### config.mk
export PLATFORM = sky130hd
export DESIGN_NAME = aic_control
export DESIGN_NICKNAME = d
export VERILOG_FILES = /design/src/logic/aic_pkg.sv /design/src/logic/aic_control.sv
export SDC_FILE = /design/constraint.sdc
export NUM_CORES = 1
export LEC_CHECK = 0
export BUFFER_PORTS_ARGS = -buffer_cell sky130_fd_sc_hd__buf_4
export CAP_MARGIN = 20
export CORE_MARGIN = 3
export CORE_UTILIZATION = 40
export CTS_CLUSTER_DIAMETER = 50
export DETAILED_ROUTE_END_ITERATION = 16
export GPL_ROUTABILITY_DRIVEN = 0
export SLEW_MARGIN = 10
export SYNTH_ARGS = -nofsm -noshare
export SYNTH_HDL_FRONTEND = slang
export SYNTH_SLANG_ARGS = --single-unit
### constraint.sdc
create_clock -name clk -period 3.5 [get_ports clk]
set_input_delay 0 -clock clk [delete_from_list [all_inputs] [get_ports clk]]
set_output_delay 0 -clock clk [all_outputs]
set_load 0.005 [all_outputs]
### src/logic/aic_pkg.sv
// constants and carrier types for the converter input, mode and address control
package aic_pkg;
  // register byte offsets
  localparam logic [7:0] AIC_OFS_INPUT_CFG = 8'h00;
  localparam logic [7:0] AIC_OFS_OPMODE = 8'h04;
  localparam logic [7:0] AIC_OFS_SEQ_CHEN = 8'h08;
  localparam logic [7:0] AIC_OFS_SEQ_STATUS = 8'h0c;
  localparam logic [7:0] AIC_OFS_OFFSET_CAL = 8'h10;
  localparam logic [7:0] AIC_OFS_OSC = 8'h14;
  localparam logic [7:0] AIC_OFS_NCLK = 8'h18;
  localparam logic [7:0] AIC_OFS_CONV_START = 8'h1c;
  localparam logic [7:0] AIC_OFS_RESULT = 8'h20;
  localparam logic [7:0] AIC_OFS_OFFSET = 8'h24;
  localparam logic [7:0] AIC_OFS_SLAVE_ADDR = 8'h28;
  localparam logic [7:0] AIC_OFS_IRQ_STATUS = 8'h2c;
  localparam logic [7:0] AIC_OFS_IRQ_MASK = 8'h30;
  // input pairing encodings
  localparam logic [1:0] AIC_PAIR_TWO_SE_A = 2'h0;
  localparam logic [1:0] AIC_PAIR_ONE_SE_RGS = 2'h1;
  localparam logic [1:0] AIC_PAIR_PSEUDO_DIFF = 2'h2;
  localparam logic [1:0] AIC_PAIR_TWO_SE_B = 2'h3;
  // operating mode select: top bit means auto sequence, low bits refine it
  localparam logic [2:0] AIC_MODE_AUTONOMOUS = 3'h6;
  localparam logic [2:0] AIC_MODE_HIGH_PREC = 3'h7;
  localparam int AIC_MODE_SEQ_BIT = 2;
  // reset values
  localparam logic [1:0] AIC_RST_PAIRING = 2'h0;
  localparam logic [2:0] AIC_RST_OPMODE = 3'h0;
  localparam logic [1:0] AIC_RST_CHEN = 2'h1;
  localparam logic AIC_RST_OSC = 1'h0;
  localparam logic [7:0] AIC_RST_NCLK = 8'h15;
  // slave address base: strap value is added
  localparam logic [6:0] AIC_ADDR_BASE = 7'h18;
  // transfer function
  localparam int AIC_RES_BITS = 12;
  localparam logic [11:0] AIC_CODE_NFS = 12'h000;
  localparam logic [11:0] AIC_CODE_MID = 12'h800;
  localparam logic [11:0] AIC_CODE_PFS = 12'hfff;
  // interrupt bit positions
  localparam int AIC_IRQ_CONV = 0;
  localparam int AIC_IRQ_CAL = 1;
  localparam int AIC_IRQ_SEQERR = 2;
  localparam int AIC_IRQ_W = 3;
  // strap settle: cycles after reset before the strap is taken
  localparam logic [1:0] AIC_STRAP_SETTLE = 2'h3;

  // controller states
  typedef enum logic [2:0] {AIC_IDLE, AIC_CAL_ACQ, AIC_CAL_CONV, AIC_ACQ, AIC_CONV} aic_state_t;

  // sampling front-end steering
  typedef struct packed {
    logic sampleClosed; // both sampling switches closed
    logic cap1OnPinOne; // first cap: 0 pin zero, 1 pin one
    logic cap2OnPinOne; // second cap: 0 ground, 1 pin one
    logic calibrate;    // converter inputs shorted for offset measure
  } aic_mux_t;

  // converter core answer
  typedef struct packed {
    logic valid;
    logic [11:0] code;
  } aic_raw_t;
endpackage

### src/logic/aic_control.sv
// input pairing, mode, sequence, calibration, timing and address control
// Function
// - pairing 00/11 is two single-ended; reset default
// - two-channel mode: cap2 on ground, cap1 selected
// - reset: manual, channel 0 only; modes 000/001
// - channel in sequence only when its bit set
// - modes 100/101 manual seq, 110 autonomous, 111 precision
// - pairing 01: cap1 pin zero, cap2 pin one
// - pairing 10: pseudo-differential, pin zero/pin one
// - single-channel with channel 1 enabled flags error
// - calibration: switches open, busy high, offset corrected
// - calibration runs by itself after reset
// - results are 12-bit unsigned straight binary
// - codes 000, 800, fff at scale points
// - oscillator choice 1 low-power, 0 high-speed
// - conversion cycle lasts cycle-length oscillator clocks
// - strap address latched after reset release, kept until rewritten
// - strap decodes to 18h..1fh
// - pairing taken from input config register
// - manual: host starts; autonomous: device starts
module aic_control
  import aic_pkg::*;
#(
  parameter int HSO_DIV = 1,
  parameter int LPO_DIV = 64
)
(
  input wire logic clk,
  input wire logic nrst,
  input wire logic wb_cyc_i,
  input wire logic wb_stb_i,
  input wire logic wb_we_i,
  input wire logic [7:0] wb_adr_i,
  input wire logic [3:0] wb_sel_i,
  input wire logic [31:0] wb_dat_i,
  output logic [31:0] wb_dat_o,
  output logic wb_ack_o,
  input wire logic [2:0] addrStrap,
  input wire aic_raw_t rawResult,
  output aic_mux_t muxCtl,
  output logic convStart,
  output logic busyRdy,
  output logic [6:0] slaveAddr,
  output logic irq
);

  // configuration registers
  logic [1:0] inputPairingCfg_reg;
  logic [2:0] operatingModeSelect_reg;
  logic [1:0] sequenceChannelEnable_reg;
  logic oscillatorChoice_reg;
  logic [7:0] conversionCycleLength_reg;
  logic [AIC_IRQ_W-1:0] irqStatus_reg;
  logic [AIC_IRQ_W-1:0] irqMask_reg;
  logic [AIC_IRQ_W-1:0] irqEvents;
  // datapath state
  aic_state_t state_reg;
  logic calPending_reg;
  logic startPending_reg;
  logic signed [12:0] offset_reg;
  logic [11:0] result_reg;
  logic resultChan_reg;
  logic chan_reg;
  logic [7:0] tickCnt_reg;
  logic seqErrPrev_reg;
  // divider state
  logic [7:0] hsoCnt_reg;
  logic [7:0] lpoCnt_reg;
  logic hsoTick_reg;
  logic lpoTick_reg;
  // strap capture
  logic [2:0] strapS1_reg;
  logic [2:0] strapS2_reg;
  logic [2:0] strapS3_reg;
  logic [1:0] settle_reg;
  logic strapTaken_reg;
  // bus decode
  logic busReq;
  logic busWr;
  logic [31:0] readData;
  // derived
  logic singleChannel;
  logic autoSeq;
  logic autonomous;
  logic seqError;
  logic oscTick;
  logic firstChan;
  logic signed [13:0] corrected;
  logic [11:0] correctedCode;

  assign busReq = wb_cyc_i && wb_stb_i && !wb_ack_o;
  assign busWr = busReq && wb_we_i && wb_sel_i[0];

  // mode decode
  assign singleChannel = (inputPairingCfg_reg == AIC_PAIR_ONE_SE_RGS) ||
                         (inputPairingCfg_reg == AIC_PAIR_PSEUDO_DIFF);
  assign autoSeq = operatingModeSelect_reg[AIC_MODE_SEQ_BIT];
  assign autonomous = (operatingModeSelect_reg == AIC_MODE_AUTONOMOUS) ||
                      (operatingModeSelect_reg == AIC_MODE_HIGH_PREC);
  assign seqError = singleChannel && sequenceChannelEnable_reg[1];
  assign oscTick = oscillatorChoice_reg ? lpoTick_reg : hsoTick_reg;
  // first channel of a run: channel 0 unless a sequence mode has only channel 1 enabled
  assign firstChan = autoSeq && !sequenceChannelEnable_reg[0];

  // offset removal with clamp to the unsigned code range
  assign corrected = $signed({2'b00, rawResult.code}) - 14'(offset_reg);
  always_comb
  begin
    if (corrected < 0)
    begin
      correctedCode = AIC_CODE_NFS;
    end
    else if (corrected > $signed({2'b00, AIC_CODE_PFS}))
    begin
      correctedCode = AIC_CODE_PFS;
    end
    else
    begin
      correctedCode = corrected[AIC_RES_BITS-1:0];
    end
  end

  // oscillator stand-ins: enable pulses divided from clk
  always_ff @(posedge clk)
  begin
    if (!nrst)
    begin
      hsoCnt_reg <= 8'h00;
      lpoCnt_reg <= 8'h00;
      hsoTick_reg <= 1'b0;
      lpoTick_reg <= 1'b0;
    end
    else
    begin
      hsoTick_reg <= (hsoCnt_reg == 8'(HSO_DIV - 1));
      hsoCnt_reg <= (hsoCnt_reg == 8'(HSO_DIV - 1)) ? 8'h00 : hsoCnt_reg + 8'h01;
      lpoTick_reg <= (lpoCnt_reg == 8'(LPO_DIV - 1));
      lpoCnt_reg <= (lpoCnt_reg == 8'(LPO_DIV - 1)) ? 8'h00 : lpoCnt_reg + 8'h01;
    end
  end

  // strap synchroniser, three stages
  always_ff @(posedge clk)
  begin
    if (!nrst)
    begin
      strapS1_reg <= 3'h0;
      strapS2_reg <= 3'h0;
      strapS3_reg <= 3'h0;
    end
    else
    begin
      strapS1_reg <= addrStrap;
      strapS2_reg <= strapS1_reg;
      strapS3_reg <= strapS2_reg;
    end
  end

  // address taken once after reset release, then held or rewritten by software
  always_ff @(posedge clk)
  begin
    if (!nrst)
    begin
      settle_reg <= 2'h0;
      strapTaken_reg <= 1'b0;
      slaveAddr <= AIC_ADDR_BASE;
    end
    else if (!strapTaken_reg)
    begin
      if (settle_reg != AIC_STRAP_SETTLE)
      begin
        settle_reg <= settle_reg + 2'h1;
      end
      else if (strapS2_reg == strapS3_reg)
      begin
        slaveAddr <= AIC_ADDR_BASE + {4'h0, strapS3_reg};
        strapTaken_reg <= 1'b1;
      end
    end
    else if (busWr && wb_adr_i == AIC_OFS_SLAVE_ADDR)
    begin
      slaveAddr <= wb_dat_i[6:0];
    end
  end

  // configuration writes
  always_ff @(posedge clk)
  begin
    if (!nrst)
    begin
      inputPairingCfg_reg <= AIC_RST_PAIRING;
      operatingModeSelect_reg <= AIC_RST_OPMODE;
      sequenceChannelEnable_reg <= AIC_RST_CHEN;
      oscillatorChoice_reg <= AIC_RST_OSC;
      conversionCycleLength_reg <= AIC_RST_NCLK;
      irqMask_reg <= '0;
    end
    else if (busWr)
    begin
      case (wb_adr_i)
        AIC_OFS_INPUT_CFG: inputPairingCfg_reg <= wb_dat_i[1:0];
        AIC_OFS_OPMODE: operatingModeSelect_reg <= wb_dat_i[2:0];
        AIC_OFS_SEQ_CHEN: sequenceChannelEnable_reg <= wb_dat_i[1:0];
        AIC_OFS_OSC: oscillatorChoice_reg <= wb_dat_i[0];
        AIC_OFS_NCLK: conversionCycleLength_reg <= wb_dat_i[7:0];
        AIC_OFS_IRQ_MASK: irqMask_reg <= wb_dat_i[AIC_IRQ_W-1:0];
        default: ;
      endcase
    end
  end

  // calibration request: set by trigger, cleared when taken
  always_ff @(posedge clk)
  begin
    if (!nrst)
    begin
      calPending_reg <= 1'b0; // power-up run entered from reset, no second pass
    end
    else if (busWr && wb_adr_i == AIC_OFS_OFFSET_CAL && wb_dat_i[0])
    begin
      calPending_reg <= 1'b1;
    end
    else if (state_reg == AIC_IDLE)
    begin
      calPending_reg <= 1'b0;
    end
  end

  // host start request, taken when idle with no calibration pending, in any mode
  always_ff @(posedge clk)
  begin
    if (!nrst)
    begin
      startPending_reg <= 1'b0;
    end
    else if (busWr && wb_adr_i == AIC_OFS_CONV_START && wb_dat_i[0])
    begin
      startPending_reg <= 1'b1;
    end
    else if (state_reg == AIC_IDLE && !calPending_reg)
    begin
      startPending_reg <= 1'b0;
    end
  end

  // conversion sequencer
  always_ff @(posedge clk)
  begin
    if (!nrst)
    begin
      state_reg <= AIC_CAL_ACQ;
      tickCnt_reg <= 8'h00;
      chan_reg <= 1'b0;
      convStart <= 1'b0;
      offset_reg <= '0;
      result_reg <= AIC_CODE_NFS;
      resultChan_reg <= 1'b0;
    end
    else
    begin
      convStart <= 1'b0;
      case (state_reg)
        AIC_IDLE:
        begin
          tickCnt_reg <= 8'h00;
          chan_reg <= firstChan;
          if (calPending_reg)
          begin
            state_reg <= AIC_CAL_ACQ;
          end
          else if (!seqError && !(autoSeq && sequenceChannelEnable_reg == 2'h0) &&
                   (autonomous || startPending_reg))
          begin
            state_reg <= AIC_ACQ;
          end
        end
        AIC_CAL_ACQ:
        begin
          if (oscTick)
          begin
            convStart <= 1'b1;
            state_reg <= AIC_CAL_CONV;
          end
        end
        AIC_CAL_CONV:
        begin
          if (rawResult.valid)
          begin
            offset_reg <= $signed({1'b0, rawResult.code}) - $signed({1'b0, AIC_CODE_MID});
            state_reg <= AIC_IDLE;
          end
        end
        AIC_ACQ:
        begin
          if (oscTick)
          begin
            if (tickCnt_reg + 8'h01 >= conversionCycleLength_reg)
            begin
              tickCnt_reg <= 8'h00;
              convStart <= 1'b1;
              state_reg <= AIC_CONV;
            end
            else
            begin
              tickCnt_reg <= tickCnt_reg + 8'h01;
            end
          end
        end
        AIC_CONV:
        begin
          if (rawResult.valid)
          begin
            result_reg <= correctedCode;
            resultChan_reg <= chan_reg;
            if (autoSeq && !chan_reg && sequenceChannelEnable_reg[1] && !seqError)
            begin
              chan_reg <= 1'b1;
              state_reg <= AIC_ACQ;
            end
            else
            begin
              state_reg <= AIC_IDLE;
            end
          end
        end
        default: state_reg <= AIC_IDLE;
      endcase
    end
  end

  // front-end steering and busy indication
  always_ff @(posedge clk)
  begin
    if (!nrst)
    begin
      muxCtl <= '0;
      busyRdy <= 1'b1;
    end
    else
    begin
      busyRdy <= (state_reg != AIC_IDLE);
      muxCtl.sampleClosed <= (state_reg == AIC_ACQ);
      muxCtl.calibrate <= (state_reg == AIC_CAL_ACQ) || (state_reg == AIC_CAL_CONV);
      if (singleChannel)
      begin
        muxCtl.cap1OnPinOne <= 1'b0;
        muxCtl.cap2OnPinOne <= 1'b1;
      end
      else
      begin
        muxCtl.cap1OnPinOne <= chan_reg;
        muxCtl.cap2OnPinOne <= 1'b0;
      end
    end
  end

  // interrupt events
  always_comb
  begin
    irqEvents = '0;
    irqEvents[AIC_IRQ_CONV] = (state_reg == AIC_CONV) && rawResult.valid;
    irqEvents[AIC_IRQ_CAL] = (state_reg == AIC_CAL_CONV) && rawResult.valid;
    irqEvents[AIC_IRQ_SEQERR] = seqError && !seqErrPrev_reg;
  end

  // sticky status, write one to clear, a new event wins
  always_ff @(posedge clk)
  begin
    if (!nrst)
    begin
      irqStatus_reg <= '0;
      seqErrPrev_reg <= 1'b0;
      irq <= 1'b0;
    end
    else
    begin
      seqErrPrev_reg <= seqError;
      if (busWr && wb_adr_i == AIC_OFS_IRQ_STATUS)
      begin
        irqStatus_reg <= (irqStatus_reg & ~wb_dat_i[AIC_IRQ_W-1:0]) | irqEvents;
      end
      else
      begin
        irqStatus_reg <= irqStatus_reg | irqEvents;
      end
      irq <= |(irqStatus_reg & irqMask_reg);
    end
  end

  // read mux, unmapped offsets read zero
  always_comb
  begin
    readData = 32'h0000_0000;
    case (wb_adr_i)
      AIC_OFS_INPUT_CFG: readData[1:0] = inputPairingCfg_reg;
      AIC_OFS_OPMODE: readData[2:0] = operatingModeSelect_reg;
      AIC_OFS_SEQ_CHEN: readData[1:0] = sequenceChannelEnable_reg;
      AIC_OFS_SEQ_STATUS: readData[2:0] = {calPending_reg, state_reg != AIC_IDLE, seqError};
      AIC_OFS_OFFSET_CAL: readData[0] = calPending_reg;
      AIC_OFS_OSC: readData[0] = oscillatorChoice_reg;
      AIC_OFS_NCLK: readData[7:0] = conversionCycleLength_reg;
      AIC_OFS_RESULT: readData[12:0] = {resultChan_reg, result_reg};
      AIC_OFS_OFFSET: readData[12:0] = offset_reg;
      AIC_OFS_SLAVE_ADDR: readData[6:0] = slaveAddr;
      AIC_OFS_IRQ_STATUS: readData[AIC_IRQ_W-1:0] = irqStatus_reg;
      AIC_OFS_IRQ_MASK: readData[AIC_IRQ_W-1:0] = irqMask_reg;
      default: readData = 32'h0000_0000;
    endcase
  end

  // wishbone classic slave, one wait state
  always_ff @(posedge clk)
  begin
    if (!nrst)
    begin
      wb_ack_o <= 1'b0;
      wb_dat_o <= 32'h0000_0000;
    end
    else
    begin
      wb_ack_o <= busReq;
      wb_dat_o <= busReq ? readData : 32'h0000_0000;
    end
  end

endmodule

==> impl_metrics.toml <==
[route]
ant_nets = 0
first_iter_violations = 324
firstDrtPassIters = 7
routed_wl_um = 16100
dr_total_vias = 5453
routed_via_density = 5.39
routed_wire_length_per_instance_um = 15.9
post-route-drc-count = 0

[power]
finalPower_mw = 3.85
power.density_cell_area_nw_per_um2 = 508
p_leak_nw = 2.94
peakVddDrop_mv = 0.370

[sta]
fin_worst_skew_ps = 13.9
worst-slew-pin-transition_ps = 904
finalHoldViolCount = 0
worst_slack_ps = 789
achievable-frequency_ghz = 0.369
finalWorstPathRequiredPeriod_ps = 2710
final_number_of_max_transition_violations = 0
final.period_utilization_pct = 77.4
hold_slack_final_ps = 37.2
totalNegativeSetupSlack_ps = 0
setup_violations = 0
grt_setup_unrepaired = "false"
relSlewSlack_pct = 39.5

[logic_synthesis]
synth-simple-area-share_pct = 22.1
synthAdderAreaFrac_pct = 5.62
synthMostInstantiatedCell = "sky130_fd_sc_hd__dfxtp_1"
dominantRegCellSynth = "sky130_fd_sc_hd__dfxtp_1"
synth_compound_area_share_pct = 17.9
synthDominantAreaCellType = "sky130_fd_sc_hd__dfxtp_1"
synth.top_cells.by_area = "sky130_fd_sc_hd__dfxtp_1 39%, sky130_fd_sc_hd__nand2_1 6.9%, sky130_fd_sc_hd__ha_1 5.3%"
most_frequent_cells_after_synthesis = "120 x sky130_fd_sc_hd__dfxtp_1, 113 x sky130_fd_sc_hd__nand2_1, 61 x sky130_fd_sc_hd__a21oi_1, 61 x sky130_fd_sc_hd__nor2_1, 32 x sky130_fd_sc_hd__nand3_1"
synth.area.mux_share_pct = 4.05
synth-edff-count = 0
postSynth.asyncResetShare_pct = 0
synth_seq_area_share_pct = 39.1
portion_of_synthesized_cell_area_occupied_by_the_leading_cell_type_pct = 39.1
synth_top_family_by_area = "simple AND/OR/NAND/NOR gates"
postSynthRegisterBits = 120
netlist_instances = 728
synthXorXnorAreaFrac_pct = 4.85
syn_area_per_cell_um2 = 8.44
synthesized_cell_area_um2 = 6140
yosysWarnings = 0
netlist-cell-type-count = 69

[layout]
seq_area_um2 = 2400
nNetsFinal = 907
proportion_of_layout_cells_with_a_drive_suffix_above_1_pct = 15.8
largest_register_ffs = 13
nFillCells = 1406
stdcell_count = 1012
antenna_cells = 0
multiInputGateArea_um2 = 3420
flow.area_growth_from_synthesis_pct = 23.4

[worst_hold_path]
whs_path_depth = 3
holdCritPathClass = "input port to flip-flop"

[flow_run]
cap_violations = 0

[floorplanning]
core_area_um2 = 14800
fp.dieW_um = 130
floorplan.rows = 44
ioPinCount = 112
initial_standard_cell_utilization_of_the_core_pct = 41.6
design.die.area_um2 = 16900
die_h_um = 130

[clocking]
cts_root_buffer_type = "sky130_fd_sc_hd__clkbuf_16"
cts_resized = 0
clk_transition_reported_paths_ps = 60
clock_tree_from_tritoncts = "done"
cts.htree.levels = 4
cts.path.max_buffers = 2
clock_sinks = 120
clock_insertion_delay_worst_skew_ps = 420
cts_inserted_buffers = 17

[place]
placed_cell_count = 950
post-place-ws_ps = 806
placement.io_buffers = 65
dpl.hpwl_um = 11500

[grt]
grt_first_pass_wirelength_um = 25400
grt_max_degree = 47
first_global_vias = 5083
number_of_antenna_violations_at_the_first_check_in_global_routing = 0
globalRoute.totalOverflow = 0
groute.usage.overall_pct = 19.1

[worst_setup_path]
worstPathMaxFanout = 15
timing.reg2reg.worst_path_depth = 11
timing.critical_path.max_delay_family = "compound AO/OA/AOI/OAI gates"
critPathLaunchType = "flip-flop"
worst_ep_arrival_time_ps = 3050
worst_path_max_delay_cell = "sky130_fd_sc_hd__dfxtp_1"
setup.worst_path.end_class = "flip-flop"
crit_chain = "nand3_1 > or2_1 > xnor2_1 > ha_1 > a21o_1 > a21o_1 > a21o_1 > a211oi_2 > buf_4 > nand4b_1 > a31oi_1"
worst_path_buf_inv = 1
cp.depth = 11
cp_common_cell = "sky130_fd_sc_hd__a21o_1"
cpPeakStageDelay_ps = 420
crit_required_ps = 3840
critical_path_class = "flip-flop to flip-flop"

[outcome]
status = "finished, final reports clean"
## logic make-up (layout without fill, tap and decap cells)
| group | count (synthesis) | count (layout) |
|---|---|---|
| other cells | 1 | 19 |
| compound gates | 154 | 154 |
| mux | 23 | 23 |
| xor+xnor | 34 | 34 |
| simple gates | 289 | 289 |
| fa+ha+maj | 27 | 27 |
| buf+inv | 80 | 162 |
| flops | 120 | 120 |
## path summary, 6_finish.rpt
kind,from,slack (ps),endpoint
setup / recovery,tickCnt_reg[2],790,tickCnt_reg[2]
hold reg to reg,strapS1_reg[0],430,strapS2_reg[0]
hold / removal,wb_adr_i[3],40,startPending_reg
setup reg to reg,tickCnt_reg[2],790,tickCnt_reg[2]
## placed cells by master, fill, tap and decap left out, drive strengths merged, types with 6 or more instances in the layout
cell,count
a21o,9
a21oi,62
a221oi,10
a222oi,6
a22oi,7
a31oi,11
and2,11
and3,13
buf,69
clkbuf,18
conb,19
dfxtp,120
dlygate4sd3,30
ha,26
inv,38
mux2i,17
nand2,113
nand3,32
nor2,64
nor3,15
nor4,8
o21ai,14
xnor2,17
xor2,17
## worst reg2reg max path: cells and delay by family, from the launching register on
family,cells,cell delay (ps)
buf+inv,1,230
compound gates,5,900
xor+xnor,1,190
flops,1,420
fa+ha+maj,1,270
simple gates,3,620
## final cells by class
class	count	share of cell area, %
Clock buffer	18	5.66
Clock inverter	14	2.13
Inverter	31	1.54
Multi-Input combinational cell	546	45.1
Sequential cell	120	31.7
Tap cell	184	3.04
Timing Repair Buffer	99	10.8
## power breakdown
group	total (mW)	internal, mW	switching (mW)
clock	1.75	1.06	0.686
combinational	0.610	0.251	0.358
sequential	1.49	1.43	0.0652
## per-stage QoR
stage	cell area [um^2]	util, %
after detailed placement	6690	45.3
final	7580	51.4
after floorplan	6210	-
after global placement	6690	45.3
after CTS	7580	51.4
after global routing	7580	51.4
## layer usage
| layer | vias up | wire length [um] | global-route usage [%] |
|---|---|---|---|
| met3 | 29 | 846 | 4.42 |
| met2 | 168 | 7690 | 31.5 |
| li1 | 2707 | - | - |
| met1 | 2549 | 7180 | 24.3 |
| met5 | - | 0 | 0 |
| met4 | 0 | 369 | 7.76 |
## repair_timing
item,in CTS,in global routing
hold buffers,30,0
hold endpoints to repair,49,0
setup buffers,0,0
(Power assumes the default switching activity.)
